[src/design/mps_defines.svh]
`ifndef MPS_DEFINES_SVH
`define MPS_DEFINES_SVH
`define MPS_REG_FABRIC_PWR 8'h08
`define MPS_FABRIC_OFF 8'h00
`define MPS_FABRIC_ON 8'h3E
`define MPS_STEP_NS 1000
`define MPS_STEP_CYC ((`MPS_STEP_NS + 9) / 10)
`endif

[src/design/mps_pkg.sv]
package mps_pkg;
  typedef enum logic [2:0] {
    ST_OFF, ST_RAMP, ST_PS_EN, ST_FAB_EN, ST_RUN, ST_DOWN_FAB, ST_DOWN_PS
  } mps_state_t;
  typedef struct packed {
    logic we;
    logic [7:0] addr;
    logic [7:0] data;
  } mps_wr_t;
  typedef struct packed {
    logic ps_rail_enable_out;
    logic fabric_rail_enable_out;
    logic por_out_n;
    logic regulators_on;
  } mps_rails_t;
endpackage : mps_pkg

[src/design/mps_sequencer.sv]
`timescale 1ns/10ps
`include "mps_defines.svh"
module mps_sequencer #(
  parameter int STEP_CYC = `MPS_STEP_CYC
) (
  input wire logic clk_i,
  input wire logic arst_n_i,
  input wire logic power_off_request_n_i,
  input wire logic module_shutdown_in_n_i,
  input wire mps_pkg::mps_wr_t wr_i,
  output logic ps_rail_enable_out_o,
  output logic fabric_rail_enable_out_o,
  output logic por_out_n_o,
  output logic regulators_on_o,
  output logic fabric_domain_on_o
);
  import mps_pkg::*;

  logic [1:0] poff_sync_q;
  logic [1:0] shdn_sync_q;
  logic shdn_prev_q;
  logic shdn_fall;
  logic power_ok;
  mps_state_t state_q;
  logic [15:0] cnt_q;
  logic step_done;
  logic fab_q;
  mps_rails_t rails_q;
  logic raw_fall;
  logic go_down;
  logic halt_q;
  logic [15:0] up_cnt_q;

  function automatic logic is_up(input mps_state_t s);
    return s inside {ST_RAMP, ST_PS_EN, ST_FAB_EN, ST_RUN};
  endfunction : is_up

  function automatic logic is_fab_write(input mps_wr_t w, input logic [7:0] v);
    return w.we && (w.addr == `MPS_REG_FABRIC_PWR) && (w.data == v);
  endfunction : is_fab_write

  always_ff @(posedge clk_i or negedge arst_n_i) begin
    if (!arst_n_i) begin
      poff_sync_q <= 2'h0;
      shdn_sync_q <= 2'h3;
    end else begin
      poff_sync_q <= {poff_sync_q[0], power_off_request_n_i};
      shdn_sync_q <= {shdn_sync_q[0], module_shutdown_in_n_i};
    end
  end

  always_ff @(posedge clk_i or negedge arst_n_i) begin
    if (!arst_n_i) begin
      shdn_prev_q <= 1'b1;
    end else begin
      shdn_prev_q <= shdn_sync_q[1];
    end
  end

  assign power_ok = poff_sync_q[1];
  assign raw_fall = shdn_prev_q && !shdn_sync_q[1];
  assign shdn_fall = raw_fall && rails_q.por_out_n;
  assign go_down = (!power_ok && is_up(state_q)) || (state_q == ST_RUN && shdn_fall);
  assign step_done = (cnt_q == 16'(STEP_CYC - 1));

  always_ff @(posedge clk_i or negedge arst_n_i) begin
    if (!arst_n_i) begin
      cnt_q <= 16'h0000;
    end else if (step_done || go_down || state_q == ST_OFF || state_q == ST_RUN) begin
      cnt_q <= 16'h0000;
    end else begin
      cnt_q <= cnt_q + 16'h0001;
    end
  end

  always_ff @(posedge clk_i or negedge arst_n_i) begin
    if (!arst_n_i) begin
      state_q <= ST_OFF;
    end else if (go_down) begin
      state_q <= ST_DOWN_FAB;
    end else begin
      unique case (state_q)
        ST_OFF: if (power_ok && !halt_q) state_q <= ST_RAMP;
        ST_RAMP: if (step_done) state_q <= ST_PS_EN;
        ST_PS_EN: if (step_done) state_q <= ST_FAB_EN;
        ST_FAB_EN: if (step_done) state_q <= ST_RUN;
        ST_RUN: if (shdn_fall) state_q <= ST_DOWN_FAB;
        ST_DOWN_FAB: if (step_done) state_q <= ST_DOWN_PS;
        ST_DOWN_PS: if (step_done) state_q <= ST_OFF;
        default: state_q <= ST_OFF;
      endcase
    end
  end

  always_ff @(posedge clk_i or negedge arst_n_i) begin
    if (!arst_n_i) begin
      fab_q <= 1'b1;
    end else if (is_fab_write(wr_i, `MPS_FABRIC_OFF)) begin
      fab_q <= 1'b0;
    end else if (is_fab_write(wr_i, `MPS_FABRIC_ON)) begin
      fab_q <= 1'b1;
    end
  end

  // shutdown latch, held until the carrier cycles power-off
  always_ff @(posedge clk_i or negedge arst_n_i) begin
    if (!arst_n_i) begin
      halt_q <= 1'b0;
    end else if (state_q == ST_RUN && shdn_fall) begin
      halt_q <= 1'b1;
    end else if (!power_ok) begin
      halt_q <= 1'b0;
    end
  end

  // cycles since the regulators came up
  always_ff @(posedge clk_i or negedge arst_n_i) begin
    if (!arst_n_i) begin
      up_cnt_q <= 16'h0000;
    end else if (!rails_q.regulators_on) begin
      up_cnt_q <= 16'h0000;
    end else if (up_cnt_q != 16'hFFFF) begin
      up_cnt_q <= up_cnt_q + 16'h0001;
    end
  end

  always_ff @(posedge clk_i or negedge arst_n_i) begin
    if (!arst_n_i) begin
      rails_q <= '0;
    end else begin
      rails_q.regulators_on <= (state_q != ST_OFF);
      rails_q.ps_rail_enable_out <= (state_q inside {ST_PS_EN, ST_FAB_EN, ST_RUN}) ||
        (state_q == ST_DOWN_FAB && rails_q.ps_rail_enable_out);
      rails_q.fabric_rail_enable_out <= fab_q && state_q inside {ST_FAB_EN, ST_RUN};
      rails_q.por_out_n <= (state_q == ST_RUN);
    end
  end

  assign ps_rail_enable_out_o = rails_q.ps_rail_enable_out;
  assign fabric_rail_enable_out_o = rails_q.fabric_rail_enable_out;
  assign por_out_n_o = rails_q.por_out_n;
  assign regulators_on_o = rails_q.regulators_on;

  always_ff @(posedge clk_i or negedge arst_n_i) begin
    if (!arst_n_i) begin
      fabric_domain_on_o <= 1'b0;
    end else begin
      fabric_domain_on_o <= fab_q && rails_q.regulators_on;
    end
  end
endmodule : mps_sequencer
[config.mk]
export PLATFORM = sky130hd
export DESIGN_NAME = mps_sequencer
export DESIGN_NICKNAME = d
export VERILOG_FILES = /design/src/design/mps_pkg.sv /design/src/design/mps_sequencer.sv
export VERILOG_INCLUDE_DIRS = /design/src /design/src/design
export SDC_FILE = /design/constraint.sdc
export NUM_CORES = 1
export LEC_CHECK = 0
export BUFFER_PORTS_ARGS = -buffer_cell sky130_fd_sc_hd__buf_2
export CORE_MARGIN = 2
export CORE_UTILIZATION = 30
export CTS_CLUSTER_SIZE = 20
export DETAILED_ROUTE_END_ITERATION = 8
export PLACE_DENSITY = 0.46
export SYNTH_ARGS = -nofsm -noshare
export SYNTH_HDL_FRONTEND = slang
export SYNTH_SLANG_ARGS = --single-unit
[constraint.sdc]
create_clock -name clk_i -period 2.3 [get_ports clk_i]
set_input_delay 0 -clock clk_i [delete_from_list [all_inputs] [get_ports clk_i]]
set_output_delay 0 -clock clk_i [all_outputs]
set_load 0.005 [all_outputs]
==> summary.md <==
| Metric | Value |
|---|---|
| First-pass DRT Iterations | 4 |
| Max-slew headroom | 0.547 |
| Final global-route overflow total | 0 |
| # IOs | 26 |
| H-Tree Depth | 2 |
| RSZ-0062 raised after global routing | no |
| Reg2reg path depth | 4 |
| Root buf cell | clkbuf_8 |
| Final HPWL DP | 2190 µm |
| Final Cycle Share | 0.866 |
| Worst EP arrival | 2.16 ns |
| Synth Register Bits | 31 |
| Min-delay worst type | primary input to flop |
| Drt drc | 0 |
| CTS tree | built |
| Max-slew violations | 0 |
| Yosys top cell area share | 0.448 |
| First-pass GRT wire length | 5360 µm |
| Die Wd | 74.9 µm |
| Avg Synthesized Cell Area | 10.3 µm² |
| CP required | 2.47 ns |
| Cell-internal power | 1.15 mW |
| Most frequent cells in the layout | dfrtp_1, buf_2, nor2_1, nor4_1, nand3_1 |
| Status | finished clean |
| Setup tns final | 0 ns |
| Worst-path cell chain | inv_1 > or4_4 > a32o_1 > a311o_1 |
| Diode count | 0 |
| Pin count of the biggest net entering global routing | 32 |
| Initial antenna violation count | 0 |
| Avg Vias per Cell | 4.99 |
| Nets | 199 |
| Synth area leader | dfrtp_1 |
| Non-Filler Instances | 245 |
| VDD IR max | 0.000296 V |
| Switch share | 0.313 |
| PD cells | 907 nW/µm² |
| Final hold slack | 0.0470 ns |
| Tightest Pin Transition | 0.679 ns |
| Synth warn | 0 |
| Seq pwr share | 0.433 |
| Clock power share | 0.327 |
| Mapped Area | 1510 µm² |
| Number of flops mapped to enable cells by yosys | 0 |
| CTS Hold Buffers Added | 4 |
| Avg WL per Cell | 12.6 µm |
| Overall Power | 1.67 mW |
| Clock slew seen by the registers of the worst setup and hold paths | 0.07 ns |
| Seq/Total Area, Yosys | 0.518 |
| Final wirelength | 3080 µm |
| Vias in the first global route | 1178 |
| Setup WS post-layout | 0.308 ns |
| Setup CP Type | flop to flop |
| Initial DRC Count | 38 |
| Tot GR Track Use | 0.127 |
| Placed Instances | 233 |
| Gpl congestion | 0.806 |
| Final setup vio count | 0 |
| Max_cap viols | 0 |
| I/O Buffers | 25 |
| Clk Latency, worst-skew pair | 0.28 ns |
| Leak | 0.796 nW |
| Crit start category | flop |
| Post-CTS Setup Repair Bufs | 0 |
| Clk buf depth | 2 |
| Syn Nets | 168 |
| Worst Path Max Fanout | 12 |
| Area contributors post-synth | dfrtp_1, dfstp_2, nor2_1 |
| Chip height | 74.9 µm |
| Hold Crit Depth | 4 |
| Prevailing post-synth register cell | dfrtp_1 |
| Cts bufs inserted | 5 |
| Worst Skew | 0.00508 ns |
| Combinational share of power | 0.239 |
| Asr flop ratio synth | 1.00 |
| Site row count | 25 |
| Area grow syn2layout | 22.2% |
| Core Area | 4790 µm² |
| Net Switching | 522 µW |
| Slowest-stage cell, CP | or4_4 |
| CP Capture Type | flop |
| Crit path largest cell delay | 0.55 ns |
| Clock Sinks | 31 |
| Vias | 1222 |
| Commonest non-fill, non-tap cell in the layout | dfrtp_1 |
| Ratio of cells with drive above 1 in the final layout | 0.225 |
| Post_cts resized | 0 |
| Count of different cell masters after synthesis | 43 |
| Initial core utilization | 0.315 |
| Tmin final | 1.99 ns |
| Placement Setup Slack | 0.343 ns |
| Remaining antenna violation count | 0 |
| Hold Fails Final Rpt | 0 |
| FMAX | 0.502 GHz |
| Syn Inst Count | 146 |
| DIE AREA | 5610 µm² |
logic make-up (layout without fill, tap and decap cells):
logic type,Yosys count,after routing,synth area share
buf+inv,11,43,0.0390
fa+ha+maj,1,1,0.00830
compound gates,23,23,0.110
simple gates,67,67,0.249
xor+xnor,12,12,0.0697
flops,31,31,0.518
mux,1,1,0.00664
power by group through the flow:
| stage | combinational (mW) | sequential [mW] | clock [mW] |
|---|---|---|---|
| after CTS | 0.406 | 0.722 | 0.567 |
| after global placement | 0.396 | 0.728 | 0 |
| after detailed placement | 0.399 | 0.733 | 0 |
| final | 0.400 | 0.723 | 0.547 |
| after global routing | 0.462 | 0.741 | 0.598 |
| after floorplan | 0.353 | 0.668 | 0 |
layer usage:
layer  global-route usage  vias to the layer above  part of all wire  wire length [µm]
li1                     -                      597                 -                 -
met1                0.154                      578              0.47              1430
met2                0.213                       43              0.46              1430
met3               0.0402                        4             0.063               193
met4               0.0417                        0            0.0078                24
met5                    0                        -                 0                 0
state kept, by name, summed over array words and instances, names as in the netlist:
signal                    flops
shdn_prev_q                   1
fab_q                         1
ps_rail_enable_out_o          1
por_out_n_o                   1
poff_sync_q                   2
fabric_domain_on_o            1
halt_q                        1
cnt_q                        16
state_q                       3
shdn_sync_q                   2
fabric_rail_enable_out_o      1
regulators_on_o               1
layout make-up:
type / count / area [µm²]
Sequential cell: 31 / 781
Fill cell: 476 / 2940
Multi-Input combinational cell: 104 / 668
Clock inverter: 2 / 35.0
Tap cell: 67 / 83.8
Inverter: 5 / 18.8
Clock buffer: 6 / 82.6
Timing Repair Buffer: 30 / 173
through the flow:
stage                     utilization  cell area [µm²]
after floorplan                     -             1510
after global placement          0.352             1680
after detailed placement        0.352             1680
after CTS                       0.385             1840
after global routing            0.385             1840
final                           0.385             1840
worst paths after layout:
path | to | slack [ns] | startpoint
max in group asynchronous | cnt_q[11] | 1.56 | arst_n_i
min in group asynchronous | cnt_q[13] | 0.29 | arst_n_i
max | state_q[1] | 0.31 | state_q[2]
min | fab_q | 0.05 | wr_i[12]
min reg2reg | poff_sync_q[1] | 0.35 | poff_sync_q[0]
max reg2reg | state_q[1] | 0.31 | state_q[2]
cells in the mapped netlist (all sizes together), types with 2 or more instances:
cell,n
inv,5
nor4,8
xnor2,6
xor2,6
nand2,6
o21ai,5
dfstp,4
nand3,9
dfrtp,27
a31oi,3
or3,3
and4,4
nor2,18
clkbuf,2
buf,4
and2,2
nor3,3
a21oi,3
nand4,6
nor4b,2
critical path: cells and delay by family, from the launching register on:
family	cells	cell delay, ns
AO/OA/AOI/OAI	2	0.62
buffers and inverters	1	0.17
flip-flops	1	0.53
AND/OR/NAND/NOR	1	0.55
No activity file was read; power rests on OpenSTA's default activity.
